[src/acc_pkg.sv]
// constants for the converter control block
package acc_pkg;
	localparam logic [4:0] ACC_OFF_CTRL0    = 5'h00;
	localparam logic [4:0] ACC_OFF_CTRL1    = 5'h04;
	localparam logic [4:0] ACC_OFF_RES_HI   = 5'h08;
	localparam logic [4:0] ACC_OFF_RES_LO   = 5'h0C;
	localparam logic [4:0] ACC_OFF_IRQ_STAT = 5'h10;
	localparam logic [4:0] ACC_OFF_IRQ_EN   = 5'h14;
	localparam logic [4:0] ACC_OFF_IRQ_CLR  = 5'h18;
	localparam int ACC_BIT_EN    = 0;
	localparam int ACC_BIT_GO    = 1;
	localparam int ACC_SEL_LSB   = 2;
	localparam int ACC_SEL_MSB   = 6;
	localparam int ACC_BIT_FMT   = 7;
	localparam logic [7:0] ACC_CTRL0_RST = 8'h00;
	localparam logic [7:0] ACC_CTRL0_MASK = 8'h7F;
	localparam logic [7:0] ACC_CTRL1_RST = 8'h00;
	localparam logic [4:0] ACC_SEL_EXT_MAX = 5'h07;
	localparam logic [4:0] ACC_SEL_EXT10 = 5'h0A;
	localparam logic [4:0] ACC_SEL_TEMP  = 5'h1D;
	localparam logic [4:0] ACC_SEL_DAC   = 5'h1E;
	localparam logic [4:0] ACC_SEL_REFBUF = 5'h1F;
	localparam int ACC_CONV_CYCLES = 22;
	localparam logic [1:0] ACC_RESP_OKAY   = 2'b00;
	localparam logic [1:0] ACC_RESP_SLVERR = 2'b10;
endpackage

[src/acc_top.sv]
// converter control register block with axi4-lite slave
`timescale 1ns/1ns
`default_nettype none
module acc_top
	import acc_pkg::*;
#(
	parameter int CONV_CYCLES = ACC_CONV_CYCLES
) (
	input  wire logic        mclk,
	input  wire logic        rst_n,
	input  wire logic [4:0]  s_axi_awaddr,
	input  wire logic        s_axi_awvalid,
	output logic             s_axi_awready,
	input  wire logic [31:0] s_axi_wdata,
	input  wire logic [3:0]  s_axi_wstrb,
	input  wire logic        s_axi_wvalid,
	output logic             s_axi_wready,
	output logic [1:0]       s_axi_bresp,
	output logic             s_axi_bvalid,
	input  wire logic        s_axi_bready,
	input  wire logic [4:0]  s_axi_araddr,
	input  wire logic        s_axi_arvalid,
	output logic             s_axi_arready,
	output logic [31:0]      s_axi_rdata,
	output logic [1:0]       s_axi_rresp,
	output logic             s_axi_rvalid,
	input  wire logic        s_axi_rready,
	output logic             converter_enable,
	output logic [4:0]       input_selector,
	output logic [7:0]       ext_input_onehot,
	output logic             ext_input_ten_sel,
	output logic             temp_sel,
	output logic             dac_sel,
	output logic             ref_buf_sel,
	output logic             source_connected,
	output logic             conv_start,
	input  wire logic [9:0]  conv_result,
	output logic             irq
);
	logic [7:0]  ctrl0_r;
	logic [7:0]  ctrl1_r;
	logic [9:0]  result_r;
	logic        busy_r;
	logic [15:0] cnt_r;
	logic        done_stat_r;
	logic        done_en_r;
	logic        aw_hold_r;
	logic        w_hold_r;
	logic [4:0]  awaddr_r;
	logic [31:0] wdata_r;
	logic        wstrb0_r;
	logic        bvalid_r;
	logic [1:0]  bresp_r;
	logic        rvalid_r;
	logic [31:0] rdata_r;
	logic [1:0]  rresp_r;

	// write channel handshakes, address and data taken in either order
	wire logic aw_take = s_axi_awvalid & ~aw_hold_r & ~bvalid_r;
	wire logic w_take  = s_axi_wvalid & ~w_hold_r & ~bvalid_r;
	wire logic aw_have = aw_hold_r | aw_take;
	wire logic w_have  = w_hold_r | w_take;
	wire logic wr_fire = aw_have & w_have & ~bvalid_r;
	wire logic [4:0]  wr_addr = aw_hold_r ? awaddr_r : s_axi_awaddr;
	wire logic [31:0] wr_data = w_hold_r ? wdata_r : s_axi_wdata;
	wire logic        wr_lane0 = w_hold_r ? wstrb0_r : s_axi_wstrb[0];
	wire logic wr_ctrl0 = wr_fire & wr_lane0 & (wr_addr == ACC_OFF_CTRL0);
	wire logic wr_ctrl1 = wr_fire & wr_lane0 & (wr_addr == ACC_OFF_CTRL1);
	wire logic wr_ien   = wr_fire & wr_lane0 & (wr_addr == ACC_OFF_IRQ_EN);
	wire logic wr_iclr  = wr_fire & wr_lane0 & (wr_addr == ACC_OFF_IRQ_CLR);
	wire logic wr_known = (wr_addr == ACC_OFF_CTRL0)
		| (wr_addr == ACC_OFF_CTRL1) | (wr_addr == ACC_OFF_IRQ_EN)
		| (wr_addr == ACC_OFF_IRQ_CLR);
	assign s_axi_awready = ~aw_hold_r & ~bvalid_r;
	assign s_axi_wready  = ~w_hold_r & ~bvalid_r;
	assign s_axi_bvalid  = bvalid_r;
	assign s_axi_bresp   = bresp_r;

	// conversion sequencing
	wire logic [7:0] wr_byte = wr_data[7:0];
	wire logic start = wr_ctrl0 & wr_byte[ACC_BIT_GO] & wr_byte[ACC_BIT_EN]
		& ~busy_r;
	wire logic finish = busy_r & (cnt_r == 16'(CONV_CYCLES - 1));
	wire logic abort = busy_r & wr_ctrl0 & ~wr_byte[ACC_BIT_EN];

	// bit seven masked off, selector field kept
	always_ff @(posedge mclk) begin
		if (!rst_n) begin
			ctrl0_r <= ACC_CTRL0_RST;
		end else if (wr_ctrl0) begin
			ctrl0_r <= wr_byte & ACC_CTRL0_MASK;
		end
	end

	// format and other options held for software
	always_ff @(posedge mclk) begin
		if (!rst_n) begin
			ctrl1_r <= ACC_CTRL1_RST;
		end else if (wr_ctrl1) begin
			ctrl1_r <= wr_byte;
		end
	end

	// busy while converting, idle reads zero
	always_ff @(posedge mclk) begin
		if (!rst_n) begin
			busy_r <= 1'b0;
			cnt_r  <= 16'h0000;
		end else if (start) begin
			busy_r <= 1'b1;
			cnt_r  <= 16'h0000;
		end else if (finish | abort) begin
			busy_r <= 1'b0;
		end else if (busy_r) begin
			cnt_r <= cnt_r + 16'h0001;
		end
	end

	// capture ten-bit result as status sets
	always_ff @(posedge mclk) begin
		if (!rst_n) begin
			result_r <= 10'h000;
		end else if (finish & ~abort) begin
			result_r <= conv_result;
		end
	end

	// sticky done flag, set wins over clear
	always_ff @(posedge mclk) begin
		if (!rst_n) begin
			done_stat_r <= 1'b0;
			done_en_r   <= 1'b0;
		end else begin
			if (finish & ~abort) begin
				done_stat_r <= 1'b1;
			end else if (wr_iclr & wr_byte[0]) begin
				done_stat_r <= 1'b0;
			end
			if (wr_ien) begin
				done_en_r <= wr_byte[0];
			end
		end
	end

	// write holding and response
	always_ff @(posedge mclk) begin
		if (!rst_n) begin
			aw_hold_r <= 1'b0;
			w_hold_r  <= 1'b0;
			awaddr_r  <= 5'h00;
			wdata_r   <= 32'h0000_0000;
			wstrb0_r  <= 1'b0;
			bvalid_r  <= 1'b0;
			bresp_r   <= ACC_RESP_OKAY;
		end else begin
			if (wr_fire) begin
				aw_hold_r <= 1'b0;
				w_hold_r  <= 1'b0;
				bvalid_r  <= 1'b1;
				bresp_r   <= wr_known ? ACC_RESP_OKAY : ACC_RESP_SLVERR;
			end else begin
				if (aw_take) begin
					aw_hold_r <= 1'b1;
					awaddr_r  <= s_axi_awaddr;
				end
				if (w_take) begin
					w_hold_r <= 1'b1;
					wdata_r  <= s_axi_wdata;
					wstrb0_r <= s_axi_wstrb[0];
				end
				if (bvalid_r & s_axi_bready) begin
					bvalid_r <= 1'b0;
				end
			end
		end
	end

	// read decode, status bit shows live conversion state
	wire logic [7:0] ctrl0_view = {1'b0, ctrl0_r[ACC_SEL_MSB:ACC_SEL_LSB],
		busy_r, ctrl0_r[ACC_BIT_EN]};
	// result justification follows the format bit
	wire logic [15:0] res_just = ctrl1_r[ACC_BIT_FMT] ?
		{6'h00, result_r} : {result_r, 6'h00};
	wire logic rd_take = s_axi_arvalid & ~rvalid_r;
	logic [7:0] rd_byte;
	logic       rd_ok;
	always_comb begin
		rd_ok = 1'b1;
		unique case (s_axi_araddr)
			ACC_OFF_CTRL0:    rd_byte = ctrl0_view;
			ACC_OFF_CTRL1:    rd_byte = ctrl1_r;
			ACC_OFF_RES_HI:   rd_byte = res_just[15:8];
			ACC_OFF_RES_LO:   rd_byte = res_just[7:0];
			ACC_OFF_IRQ_STAT: rd_byte = {7'h00, done_stat_r};
			ACC_OFF_IRQ_EN:   rd_byte = {7'h00, done_en_r};
			default: begin
				rd_byte = 8'h00;
				rd_ok   = 1'b0;
			end
		endcase
	end
	assign s_axi_arready = ~rvalid_r;
	assign s_axi_rvalid  = rvalid_r;
	assign s_axi_rdata   = rdata_r;
	assign s_axi_rresp   = rresp_r;

	// read answer register
	always_ff @(posedge mclk) begin
		if (!rst_n) begin
			rvalid_r <= 1'b0;
			rdata_r  <= 32'h0000_0000;
			rresp_r  <= ACC_RESP_OKAY;
		end else if (rd_take) begin
			rvalid_r <= 1'b1;
			rdata_r  <= {24'h000000, rd_byte};
			rresp_r  <= rd_ok ? ACC_RESP_OKAY : ACC_RESP_SLVERR;
		end else if (rvalid_r & s_axi_rready) begin
			rvalid_r <= 1'b0;
		end
	end

	assign converter_enable = ctrl0_r[ACC_BIT_EN];
	assign input_selector   = ctrl0_r[ACC_SEL_MSB:ACC_SEL_LSB];
	assign conv_start       = start;
	assign irq              = done_stat_r & done_en_r;

	// external input routing, one line per input
	genvar gi;
	generate
		for (gi = 0; gi < 8; gi++) begin : g_ext
			assign ext_input_onehot[gi] = converter_enable
				& (input_selector == 5'(gi));
		end
	endgenerate
	assign ext_input_ten_sel = converter_enable
		& (input_selector == ACC_SEL_EXT10);
	assign temp_sel    = converter_enable & (input_selector == ACC_SEL_TEMP);
	assign dac_sel     = converter_enable & (input_selector == ACC_SEL_DAC);
	assign ref_buf_sel = converter_enable & (input_selector == ACC_SEL_REFBUF);
	assign source_connected = (|ext_input_onehot) | ext_input_ten_sel
		| temp_sel | dac_sel | ref_buf_sel;
endmodule
`default_nettype wire

[config.mk]
export PLATFORM = sky130hd
export DESIGN_NAME = acc_top
export DESIGN_NICKNAME = d
export VERILOG_FILES = /design/src/acc_pkg.sv /design/src/acc_top.sv
export SDC_FILE = /design/constraint.sdc
export NUM_CORES = 1
export LEC_CHECK = 0
export BUFFER_PORTS_ARGS = -buffer_cell sky130_fd_sc_hd__buf_2
export CORE_ASPECT_RATIO = 1.1
export CORE_MARGIN = 2
export CORE_UTILIZATION = 55
export CTS_CLUSTER_SIZE = 40
export DETAILED_ROUTE_END_ITERATION = 7
export PLACE_DENSITY = 0.89
export SLEW_MARGIN = 10
export SYNTH_ARGS = -nofsm -noshare
export SYNTH_HDL_FRONTEND = slang
export SYNTH_SLANG_ARGS = --single-unit
[constraint.sdc]
create_clock -name mclk -period 4.62 [get_ports mclk]
set_input_delay 0.462 -clock mclk [delete_from_list [all_inputs] [get_ports mclk]]
set_output_delay 0.462 -clock mclk [all_outputs]
set_load 0.01 [all_outputs]
# After elaboration in Yosys (flattened, before gate mapping)
# Cells that the tools add are included.
[totals]
wordCells = 125
output_inout_bits = 62
reg_bits = 74
inputBits = 63
[classes]
eq_ne = 20
bitwise_logic = 57
n_reduce_logical = 14
n_mux = 16
addsub = 1
[ops]
columns = ["operator", "count"]
rows = [
  ["$pmux 8 s6", 1],
  ["$and 1x1->1", 37],
  ["$eq 5x5->1 const B", 7],
  ["$eq 5x3->1 const B", 6],
  ["$add 16x1->16 const B", 1],
  ["$eq 16x5->1 const B", 1],
  ["$mux 16", 1],
  ["$eq 5x4->1 const B", 3],
  ["$logic_not 5->1", 3],
  ["$eq 5x2->1 const B", 2],
  ["$mux 1", 10],
  ["$not 1->1", 10],
  ["$or 1x1->1", 10],
  ["$mux 8", 1],
  ["$reduce_bool 2->1", 4],
  ["$reduce_or 8->1", 1],
  ["$reduce_and 2->1", 3],
  ["$reduce_or 6->1", 1],
  ["$eq 5x1->1 const B", 1],
  ["$mux 5", 1],
  ["$mux 2", 2],
  ["$reduce_or 2->1", 2],
]

# Depth between registers and ports, before layout
# Gate-level depths: netlist of run 1.
[depth]
depth_word = 13
mapped_depth = 8
mapped_depth_nobuf = 7

# Worst setup path after synthesis of run 1
# OpenSTA, ideal clock, no wires.
[synth_path]
path_type = "in2reg"
from = "input s_axi_awaddr[2]"
to = "register cnt_r[0]"
t_arrival_ns = 1.957
path_slack_ns = 2.536
required_ns = 4.492
cell_stages = 6
cell_sequence = "or3_1 > a2111o_1 > o31ai_4 > buf_6 > xor2_1 > nor2_1"
[synth_via]
elab_chain_len = 8
word_cells_on_any_way = 12
classes_between = "mux: 1; bitwise: 8; reduce/logical: 3"
[synth_lines]
columns = ["item", "line_no", "text"]
rows = [
  ["start: declaration", "acc_top.sv:11", "input wire logic [4:0] s_axi_awaddr,"],
  ["$mux 5 *", "acc_top.sv:64", "wire logic [4:0] wr_addr = aw_hold_r ? awaddr_r : s_axi_awaddr;"],
  ["$logic_not 5->1 *", "acc_top.sv:67", "wire logic wr_ctrl0 = wr_fire & wr_lane0 & (wr_addr == ACC_OFF_CTRL0);"],
  ["$and 1x1->1 *", "acc_top.sv:67", ""],
  ["$and 1x1->1 (2 in series)", "acc_top.sv:84", "wire logic abort = busy_r & wr_ctrl0 & ~wr_byte[ACC_BIT_EN];"],
  ["$or 1x1->1", "acc_top.sv:112", "end else if (finish | abort) begin"],
  ["$not 1->1 (no line)", "-", ""],
  ["$reduce_and 2->1 (no line)", "-", ""],
  ["end signal: assignment", "acc_top.sv:115", "cnt_r <= cnt_r + 16'h0001;"],
  ["end: declaration", "acc_top.sv:44", "logic [15:0] cnt_r;"],
]
# Every way passes the cells marked *; elsewhere a longest branch is shown, timed or not.
# A chain may end at the register's enable or synchronous reset.

# Worst setup path after layout of run 1
[layout_path]
from = "register w_hold_r"
to = "output conv_start"
[layout_via]
elab_chain_len = 11
word_cells_on_any_way = 13
classes_between = "mux: 2; bitwise: 11"
[layout_lines]
columns = ["item", "line_no", "text"]
rows = [
  ["start: declaration", "acc_top.sv:48", "logic w_hold_r;"],
  ["start signal: assignment", "acc_top.sv:149", "w_hold_r <= 1'b0;"],
  ["start signal: assignment", "acc_top.sv:158", "w_hold_r <= 1'b0;"],
  ["start signal: assignment", "acc_top.sv:167", "w_hold_r <= 1'b1;"],
  ["$not 1->1", "acc_top.sv:60", "wire logic w_take = s_axi_wvalid & ~w_hold_r & ~bvalid_r;"],
  ["$and 1x1->1 (2 in series)", "acc_top.sv:60", ""],
  ["$or 1x1->1", "acc_top.sv:62", "wire logic w_have = w_hold_r | w_take;"],
  ["$and 1x1->1 (2 in series)", "acc_top.sv:63", "wire logic wr_fire = aw_have & w_have & ~bvalid_r;"],
  ["$and 1x1->1 (2 in series)", "acc_top.sv:67", ""],
  ["$and 1x1->1", "acc_top.sv:81", "wire logic start = wr_ctrl0 & wr_byte[ACC_BIT_GO] & wr_byte[ACC_BIT_EN]"],
  ["$and 1x1->1 *", "acc_top.sv:81", ""],
  ["$and 1x1->1 *", "acc_top.sv:82", "& ~busy_r;"],
  ["end: declaration", "acc_top.sv:36", "output logic conv_start,"],
]
# Marks and branches as above.

==> results of run 1 <==
[final timing paths]
kind,from,to,cells after the start
setup / recovery,w_hold_r$_SDFFE_PP0P_,conv_start,5
hold / removal,conv_result[3],result_r[3]$_SDFFE_PN0P_,3
setup reg to reg,w_hold_r$_SDFFE_PP0P_,ctrl0_r[5]$_SDFFE_PN0P_,5
hold reg to reg,s_axi_rdata[6]$_SDFFE_PN0P_,s_axi_rdata[6]$_SDFFE_PN0P_,2
[power groups by stage]
stage / Sequential (W) / Combinational [W] / Clock [W]
6_report: 0.000644 / 0.000136 / 0.000466
5_1_grt: 0.000646 / 0.000150 / 0.000503
4_1_cts: 0.000644 / 0.000134 / 0.000475
3_5_place_dp: 0.000658 / 0.000132 / 0
3_3_place_gp: 0.000656 / 0.000128 / 0
2_1_floorplan: 0.000649 / 0.000115 / 0
[cell type report]
class	count	area share, %
well taps	82	2.453
repair buffers	72	8.675
multi-input cells	336	49.57
clock inverters	5	1.197
inverters	12	1.077
flip-flops and latches	71	33.98
clock buffers	10	3.051
[worst min-delay path, cell delays in order]
cell	delay, ps
buf_2	80
nand3_1	50
o21ai_0	60
[cells in the mapped netlist, types with 5 or more instances]
| master | n | area [µm²] |
|---|---|---|
| dfxtp_1 | 71 | 1421 |
| nand2_1 | 38 | 142.6 |
| nor2_1 | 38 | 142.6 |
| buf_4 | 27 | 202.7 |
| mux2i_1 | 25 | 250.2 |
| o21ai_0 | 22 | 110.1 |
| a21oi_1 | 20 | 100.1 |
| nand3_1 | 17 | 85.08 |
| clkbuf_1 | 15 | 56.30 |
| nor2b_1 | 14 | 87.58 |
| inv_1 | 12 | 45.04 |
| a211oi_1 | 11 | 82.58 |
| or3_1 | 11 | 68.82 |
| nor3_1 | 10 | 50.05 |
| o31ai_1 | 8 | 60.06 |
| or4_1 | 8 | 60.06 |
| and2_1 | 6 | 37.54 |
| nand4_1 | 6 | 37.54 |
| o21ai_1 | 6 | 30.03 |
| a22oi_1 | 5 | 37.54 |
| buf_2 | 5 | 25.02 |
[sequential cells by signal, summed over array words and instances (netlist names), 5 cells and up]
register	count
ctrl1_r	8
ctrl0_r	6
cnt_r	16
awaddr_r	5
result_r	10
wdata_r	8
s_axi_rdata	8
[routing by layer]
metal,up-vias,track usage [%],routed length (µm)
met5,-,0,0
met4,0,12.16,295
met3,33,4.200,450
met2,138,37.90,4088
met1,1602,31.25,3737
li1,1674,-,-
[per-stage QoR]
| step | util (%) | hold slack, ps | cells | cell area, µm² |
|---|---|---|---|---|
| floorplan | - | 435.3 | 467 | 3835 |
| global placement | 60.74 | 443.2 | 573 | 4005 |
| detailed placement | 60.74 | 445.4 | 573 | 4005 |
| CTS | 63.43 | 324.2 | 588 | 4183 |
| global route | 63.43 | 340.5 | 588 | 4183 |
| finish | 63.43 | 335.6 | 588 | 4183 |
[kinds of logic (layout without fill, tap and decap cells)]
group | count (synthesis) | in the layout | share of synthesized area, %
other | 1 | 26 | 0.1002
adders and majority gates | 2 | 2 | 0.6688
DFF | 71 | 71 | 37.99
xor gates and xnor gates | 2 | 2 | 0.4683
buffers and inverters | 60 | 99 | 9.097
muxes | 28 | 28 | 7.592
AOI/OAI and AO/OA | 102 | 102 | 18.60
and+or+nand+nor | 176 | 176 | 25.49
[cells in the final DEF, fill, tap and decap left out, types with 3 or more instances in the layout]
master     n
clkinv_2   4
o21ai_0   22
a221oi_1   4
nand2b_1   3
nor3b_1    3
conb_1    26
nor2_1    38
nor2b_1   14
nor4b_1    3
and3_1     3
nand3_1   17
nand4_1    6
dfxtp_1   71
mux2_2     3
a22oi_1    5
nand2_1   38
inv_1     12
clkbuf_8   9
or3_1     11
buf_2     71
a21oi_1   20
mux2i_1   25
o211a_1    4
nor3_1    10
o21a_1     3
and2_1     6
o31ai_1    8
or4_1      8
nor4_1     3
o21ai_1    6
a211oi_1  11
==> flow_metrics.env, run 1 <==
export IMPL_slew_viol_final=0
export IMPL_grt_pass1_vias=3049
export IMPL_routabilityCongestion=0.8809
export IMPL_num_vias=3447
export IMPL_drtIter0Drc=391
export IMPL_core_um2=6594
export IMPL_start_util_pct=56.74
export IMPL_nFillCells=563
export IMPL_drt_pre_antenna_iters=5
export IMPL_yosysSeqAreaShare_pct=37.99
export IMPL_powerDensity_nw_per_um2=297.8
export IMPL_hold_path_class="input port to flop"
export IMPL_drt_total_wl_um=8572
export IMPL_relSlewSlack_pct=24.82
export IMPL_pwr_share_seq_pct=51.7
export IMPL_cp_start_kind="flop"
export IMPL_post_synth_num_cell_types=61
export IMPL_period_needed_ps=2763
export IMPL_syn_inst=442
export IMPL_synth_ff_type="dfxtp_1"
export IMPL_drive_above_1_share_pct=19.57
export IMPL_gr_total_overflow=0
export IMPL_die_area_um2=7478
export IMPL_crit_family="simple AND/OR/NAND/NOR gates"
export IMPL_ys_ff_latch=71
export IMPL_intPower_w=0.0009211
export IMPL_cts_buffers=9
export IMPL_die_h_um=90.50
export IMPL_grt_setup_unrepaired="no"
export IMPL_num_nets_final=567
export IMPL_grt_max_degree=49
export IMPL_setup_viol_count_final=0
export IMPL_synthArstFlopShare_pct=0
export IMPL_status="finished, final reports clean"
export IMPL_clkLatencyLatePin_ps=350
export IMPL_hpwl_um=6124
export IMPL_layout_setup_ws_ps=1857
export IMPL_critPathMaxStageDelay_ps=790
export IMPL_seq_area_um2=1421
export IMPL_path_class="flop to output pin"
export IMPL_antennaDiodeCount=0
export IMPL_rows=31
export IMPL_synth_avg_cell_area_um2=8.464
export IMPL_finalPower_w=0.001246
export IMPL_rrSetupSlack_ps=1890
export IMPL_cts_hold_buf=0
export IMPL_wl_per_cell_um=14.58
export IMPL_crit_fanout=14
export IMPL_synth_edf_count=0
export IMPL_required_ps=4160
export IMPL_cts_setup_buffers=0
export IMPL_antenna_found_initial=0
export IMPL_port_buffers=71
export IMPL_clock_path_buffers=2
export IMPL_leakage_nw=1.671
export IMPL_power_frac_comb_pct=10.9
export IMPL_grt_use_total_pct=24.11
export IMPL_die_w_um=82.64
export IMPL_cts_resized=0
export IMPL_skew_ps=12.32
export IMPL_cp_end_kind="output pin"
export IMPL_place_ws_ps=1966
export IMPL_multiInputGateArea_um2=2073
export IMPL_cp_arrival_ps=2300
export IMPL_peakVddDrop_mv=0.2066
export IMPL_syn2layout_area_growth_pct=11.81
export IMPL_hold_viol=0
export IMPL_netlist_area_um2=3741
export IMPL_p_sw_share_pct=26.06
export IMPL_cts_htree_levels=3
export IMPL_crit_slowest_cell="dfxtp_1"
export IMPL_fmax_mhz=361.9
export IMPL_clockRootBuffer="clkbuf_8"
export IMPL_io_pins=125
export IMPL_cp_cell_sequence="nor2_1 -> nor3_1 -> nand4_1 -> inv_1 -> buf_2"
export IMPL_power_switching_w=0.0003246
export IMPL_cp_num_buf_inv=2
export IMPL_ys_warn_count=0
export IMPL_pwr_share_clk_pct=37.4
export IMPL_cts_tree="yes"
export IMPL_antenna_left=0
export IMPL_cts_clk_slew_worst_paths_ps=70
export IMPL_drc=0
export IMPL_clkSinkCount=71
export IMPL_tightest_slew_ps=1119
export IMPL_setup_tns_final_ps=0
export IMPL_grt_pass1_wl_um=14120
export IMPL_routed_via_density=5.862
export IMPL_maxCapViolCount=0
export IMPL_fin_crit_sh_pct=59.81
Note: power is estimated with default switching activity, not from simulation.
==> run 2, diff against run 1 <==
--- a/config.mk
+++ b/config.mk
@@ -8,10 +8,10 @@
 export BUFFER_PORTS_ARGS = -buffer_cell sky130_fd_sc_hd__buf_2
 export CORE_ASPECT_RATIO = 1.1
 export CORE_MARGIN = 2
-export CORE_UTILIZATION = 55
+export CORE_UTILIZATION = 51
 export CTS_CLUSTER_SIZE = 40
 export DETAILED_ROUTE_END_ITERATION = 7
-export PLACE_DENSITY = 0.89
+export PLACE_DENSITY = 0.84
 export SLEW_MARGIN = 10
 export SYNTH_ARGS = -nofsm -noshare
 export SYNTH_HDL_FRONTEND = slang
==> constraint.sdc (replaced) <==
create_clock -name mclk -period 2.7 [get_ports mclk]
set_input_delay 0.27 -clock mclk [delete_from_list [all_inputs] [get_ports mclk]]
set_output_delay 0.27 -clock mclk [all_outputs]
set_load 0.01 [all_outputs]
==> flow_metrics.env, run 2 (synthesized netlist as in run 1, its figures left out) <==
export IMPL_status="finished, final reports clean"
export IMPL_antenna_left=0
export IMPL_grt_setup_unrepaired="no"
export IMPL_num_vias=3486
export IMPL_path_class="flop to flop"
export IMPL_fin_crit_sh_pct=86.86
export IMPL_tightest_slew_ps=912.5
export IMPL_cts_tree="yes"
export IMPL_hpwl_um=6320
export IMPL_rows=32
export IMPL_cp_start_kind="flop"
export IMPL_drc=0
export IMPL_clock_path_buffers=2
export IMPL_cts_setup_buffers=0
export IMPL_rrSetupSlack_ps=350
export IMPL_hold_start="conv_result[3]"
export IMPL_setup_tns_final_ps=0
export IMPL_intPower_w=0.001630
export IMPL_grt_max_degree=41
export IMPL_routabilityCongestion=0.8450
export IMPL_reg_top3="cnt_r (16), result_r (10)"
export IMPL_place_ws_ps=383.2
export IMPL_slew_viol_final=0
export IMPL_port_buffers=71
export IMPL_leakage_nw=1.701
export IMPL_rr_worst_depth=6
export IMPL_grt_pass1_wl_um=13850
export IMPL_start_util_pct=53.09
export IMPL_die_w_um=85.66
export IMPL_num_nets_final=573
export IMPL_grt_use_total_pct=21.44
export IMPL_p_sw_share_pct=24.83
export IMPL_setup_viol_count_final=0
export IMPL_antennaDiodeCount=0
export IMPL_pwr_share_clk_pct=38.2
export IMPL_cts_clk_slew_worst_paths_ps=70
export IMPL_crit_slowest_cell="nor4_4"
export IMPL_critPathMaxStageDelay_ps=540
export IMPL_power_frac_comb_pct=11.3
export IMPL_cts_resized=0
export IMPL_whs_path_depth=3
export IMPL_gr_total_overflow=0
export IMPL_largest_reg_flops=16
export IMPL_fmax_mhz=426.4
export IMPL_core_um2=7047
export IMPL_syn2layout_area_growth_pct=13.31
export IMPL_powerDensity_nw_per_um2=511.6
export IMPL_peakVddDrop_mv=0.3522
export IMPL_cts_hold_buf=0
export IMPL_cp_num_buf_inv=1
export IMPL_holdPathEnd="result_r[3]$_SDFFE_PN0P_"
export IMPL_cts_buffers=9
export IMPL_hold_path_class="input port to flop"
export IMPL_power_switching_w=0.0005385
export IMPL_required_ps=2970
export IMPL_drtIter0Drc=311
export IMPL_top_register="cnt_r"
export IMPL_drt_pre_antenna_iters=5
export IMPL_cts_htree_levels=3
export IMPL_cp_end_kind="flop"
export IMPL_antenna_found_initial=0
export IMPL_maxCapViolCount=0
export IMPL_cp_arrival_ps=2610
export IMPL_die_area_um2=8037
export IMPL_pwr_share_seq_pct=50.5
export IMPL_layout_setup_ws_ps=354.9
export IMPL_cp_cell_sequence="buf_4 -> or3_1 -> a2111o_1 -> nor4_4 -> o31ai_1 -> a21oi_1"
export IMPL_r2r_start="aw_hold_r$_SDFFE_PP0P_"
export IMPL_drive_above_1_share_pct=20.20
export IMPL_clkLatencyLatePin_ps=350
export IMPL_grt_pass1_vias=2969
export IMPL_reg2reg_to="cnt_r[15]$_SDFFE_PP0P_"
export IMPL_hold_viol=0
export IMPL_die_h_um=93.83
export IMPL_crit_fanout=12
export IMPL_crit_family="simple AND/OR/NAND/NOR gates"
export IMPL_relSlewSlack_pct=37.59
export IMPL_layout_common_cells="71 x dfxtp_1, 71 x buf_2, 38 x nand2_1, 38 x nor2_1, 26 x conb_1"
export IMPL_period_needed_ps=2345
export IMPL_clkSinkCount=71
export IMPL_io_pins=125
export IMPL_drt_total_wl_um=8704
export IMPL_clockRootBuffer="clkbuf_8"
export IMPL_skew_ps=10.91
export IMPL_routed_via_density=5.859
export IMPL_wl_per_cell_um=14.63
-- run 2: cell types whose count changed in the layout (fill, tap and decap cells not counted), sizes merged --
cell / previous run / this run
buf: 72 / 78
clkinv: 4 / 0
clkbuf: 10 / 12
-- run 2: per-layer routing --
metal / global-route usage, % / routed length (µm) / vias up
met5: 0 / 0 / -
li1: - / - / 1686
met2: 35.35 / 4240 / 161
met3: 4.833 / 618 / 27
met4: 7.540 / 238 / 0
met1: 27.50 / 3607 / 1612
-- run 2: cell type report --
cell class	count	area [µm²]
fillers	599	2808
multi-input cells	336	2073
flip-flops and latches	71	1421
repair buffers	78	407.9
clock buffers	12	155.1
well taps	85	106.4
inverters	12	45.04
clock inverters	1	30.03
-- run 2: metrics by stage --
stage	util, %	power, W	cell area [µm²]	std cells	hold slack (ps)
2_1_floorplan	-	0.001307	3835	467	400.4
3_5_place_dp	57.53	0.001361	4054	582	437.7
5_1_grt	60.16	0.002251	4239	595	143.3
4_1_cts	60.16	0.002165	4239	595	146.7
3_3_place_gp	57.53	0.001352	4054	582	439.7
6_report	60.16	0.002169	4239	595	147.8
-- run 2: worst max path at each step --
stage                           startpoint                     end  slack (ps)  cells after the start
detailed placement  aw_hold_r$_SDFFE_PP0P_  cnt_r[11]$_SDFFE_PP0P_         380                      6
floorplan           aw_hold_r$_SDFFE_PP0P_   cnt_r[0]$_SDFFE_PP0P_         720                      7
global placement    aw_hold_r$_SDFFE_PP0P_  cnt_r[15]$_SDFFE_PP0P_         420                      6
finish              aw_hold_r$_SDFFE_PP0P_  cnt_r[15]$_SDFFE_PP0P_         350                      6
CTS                 aw_hold_r$_SDFFE_PP0P_  cnt_r[11]$_SDFFE_PP0P_         370                      6
global route        aw_hold_r$_SDFFE_PP0P_  cnt_r[15]$_SDFFE_PP0P_         220                      6
-- run 2: tightest hold or removal path: stages --
cell     delay (ps)
buf_2            80
nand3_1          50
o21ai_0          60
-- run 2: power by group through the flow --
| stage | Sequential (W) | Combinational (W) | Clock [W] |
|---|---|---|---|
| after detailed placement | 0.00112 | 0.000241 | 0 |
| final | 0.00110 | 0.000245 | 0.000828 |
| after CTS | 0.00110 | 0.000243 | 0.000826 |
| after floorplan | 0.00111 | 0.000197 | 0 |
| after global placement | 0.00112 | 0.000235 | 0 |
| after global routing | 0.00110 | 0.000268 | 0.000884 |
==> run 3, diff against run 2 <==
--- a/config.mk
+++ b/config.mk
@@ -12,6 +12,7 @@
 export CTS_CLUSTER_SIZE = 40
 export DETAILED_ROUTE_END_ITERATION = 7
 export PLACE_DENSITY = 0.84
+export RECOVER_POWER = 100
 export SLEW_MARGIN = 10
 export SYNTH_ARGS = -nofsm -noshare
 export SYNTH_HDL_FRONTEND = slang
==> flow_metrics.env, run 3 (synthesized netlist as in run 1, its figures left out) <==
export IMPL_crit_end="cnt_r[7]$_SDFFE_PP0P_"
export IMPL_die_h_um=93.83
export IMPL_fmax_mhz=418.7
export IMPL_syn2layout_area_growth_pct=11.47
export IMPL_final_common_cell="dfxtp_1"
export IMPL_grt_max_degree=41
export IMPL_wl_per_cell_um=14.61
export IMPL_maxCapViolCount=0
export IMPL_drive_above_1_share_pct=12.35
export IMPL_cts_setup_buffers=0
export IMPL_setup_viol_count_final=0
export IMPL_powerDensity_nw_per_um2=516.4
export IMPL_grt_setup_unrepaired="no"
export IMPL_clock_path_buffers=2
export IMPL_grt_pass1_wl_um=13850
export IMPL_start_util_pct=53.09
export IMPL_cts_buffers=9
export IMPL_antennaDiodeCount=0
export IMPL_num_vias=3478
export IMPL_leakage_nw=1.540
export IMPL_cts_resized=0
export IMPL_drt_total_wl_um=8692
export IMPL_routed_via_density=5.845
export IMPL_reg_top3="cnt_r (16), result_r (10)"
export IMPL_cp_cell_sequence="buf_4 -> nor4b_1 -> o21ai_2 -> nor4_2 -> or4_1 -> a21oi_1"
export IMPL_antenna_found_initial=0
export IMPL_finalPower_w=0.002153
export IMPL_reg2reg_to="cnt_r[7]$_SDFFE_PP0P_"
export IMPL_top_register="cnt_r"
export IMPL_grt_use_total_pct=21.44
export IMPL_drc=0
export IMPL_cts_htree_levels=3
export IMPL_skew_ps=7.041
export IMPL_cp_startpoint="aw_hold_r$_SDFFE_PP0P_"
export IMPL_rrSetupSlack_ps=310
export IMPL_hold_viol=0
export IMPL_crit_slowest_cell="nor4_2"
export IMPL_largest_reg_flops=16
export IMPL_core_um2=7047
export IMPL_clockRootBuffer="clkbuf_8"
export IMPL_drt_pre_antenna_iters=5
export IMPL_cp_end_kind="flop"
export IMPL_setup_tns_final_ps=0
export IMPL_clkSinkCount=71
export IMPL_hpwl_um=6320
export IMPL_r2r_start="aw_hold_r$_SDFFE_PP0P_"
export IMPL_peakVddDrop_mv=0.3469
export IMPL_tightest_slew_ps=1433
export IMPL_required_ps=2900
export IMPL_die_w_um=85.66
export IMPL_die_area_um2=8037
export IMPL_routabilityCongestion=0.8450
export IMPL_drtIter0Drc=286
export IMPL_period_needed_ps=2389
export IMPL_slew_viol_final=0
export IMPL_rr_worst_depth=6
export IMPL_port_buffers=71
export IMPL_cts_tree="yes"
export IMPL_cts_clk_slew_worst_paths_ps=70
export IMPL_fin_crit_sh_pct=88.46
export IMPL_grt_pass1_vias=2969
export IMPL_path_class="flop to flop"
export IMPL_io_pins=125
export IMPL_antenna_left=0
export IMPL_critPathMaxStageDelay_ps=650
export IMPL_layout_common_cells="71 x dfxtp_1, 39 x clkbuf_1, 38 x nand2_1, 38 x nor2_1, 35 x buf_2"
export IMPL_cp_start_kind="flop"
export IMPL_relSlewSlack_pct=4.473
export IMPL_status="finished, final reports clean"
export IMPL_gr_total_overflow=0
export IMPL_cp_arrival_ps=2590
export IMPL_num_nets_final=573
export IMPL_crit_fanout=12
export IMPL_rows=32
export IMPL_hold_path_class="input port to flop"
export IMPL_clkLatencyLatePin_ps=340
export IMPL_cts_hold_buf=0
[run 3: cell count changes in the layout (fill, tap and decap cells not counted), sizes merged]
| cell | change |
|---|---|
| clkbuf | +40 |
| buf | -40 |
[run 3: critical path: cells and delay by family (launching register included)]
kind,cells,cell delay (ps)
flops,1,410
compound gates,2,300
simple gates,3,1320
buf+inv,1,210
[run 3: how the worst min path moves through the flow]
| stage | start | to | slack [ps] | depth (start not counted) |
|---|---|---|---|---|
| 2_1_floorplan | conv_result[0] | result_r[0]$_SDFFE_PN0P_ | 400 | 2 |
| 5_1_grt | conv_result[3] | result_r[3]$_SDFFE_PN0P_ | 140 | 3 |
| 6_report | conv_result[5] | result_r[5]$_SDFFE_PN0P_ | 150 | 3 |
| 3_3_place_gp | s_axi_rdata[1]$_SDFFE_PN0P_ | s_axi_rdata[1]$_SDFFE_PN0P_ | 440 | 2 |
| 3_5_place_dp | s_axi_rdata[6]$_SDFFE_PN0P_ | s_axi_rdata[6]$_SDFFE_PN0P_ | 440 | 2 |
| 4_1_cts | conv_result[3] | result_r[3]$_SDFFE_PN0P_ | 150 | 3 |
[run 3: stage by stage]
stage                     cell area [µm²]  hold slack, ps  utilization (%)  instances  worst slack [ps]
final                                4170           152.1            59.18        595             311.4
after global routing                 4170           143.3            59.18        595             145.0
after CTS                            4239           146.7            60.16        595             374.7
after detailed placement             4054           437.7            57.53        582             383.2
after global placement               4054           439.7            57.53        582             421.1
after floorplan                      3835           400.4                -        467             717.7
[run 3: per-layer routing]
layer | wire (µm) | GRT usage, %
met1 | 3628 | 27.50
met2 | 4256 | 35.35
met3 | 588 | 4.833
met4 | 218 | 7.540
met5 | 0 | 0
[run 3: area by class of cell]
cell class                      instances  area, µm²
Clock buffer                           12      155.1
Tap cell                               85      106.4
Clock inverter                          1      30.03
Multi-Input combinational cell        336       2062
Fill cell                             628       2877
Sequential cell                        71       1421
Inverter                               12      45.04
Timing Repair Buffer                   78      350.3
[run 3: report_power, final]
group / leakage, nW / switching, W / internal [W]
sequential: 0.574 / 0.0000263 / 0.00107
combinational: 0.871 / 0.000146 / 0.0000928
clock: 0.0944 / 0.000356 / 0.000462
total: 1.54 / 0.000528 / 0.00163
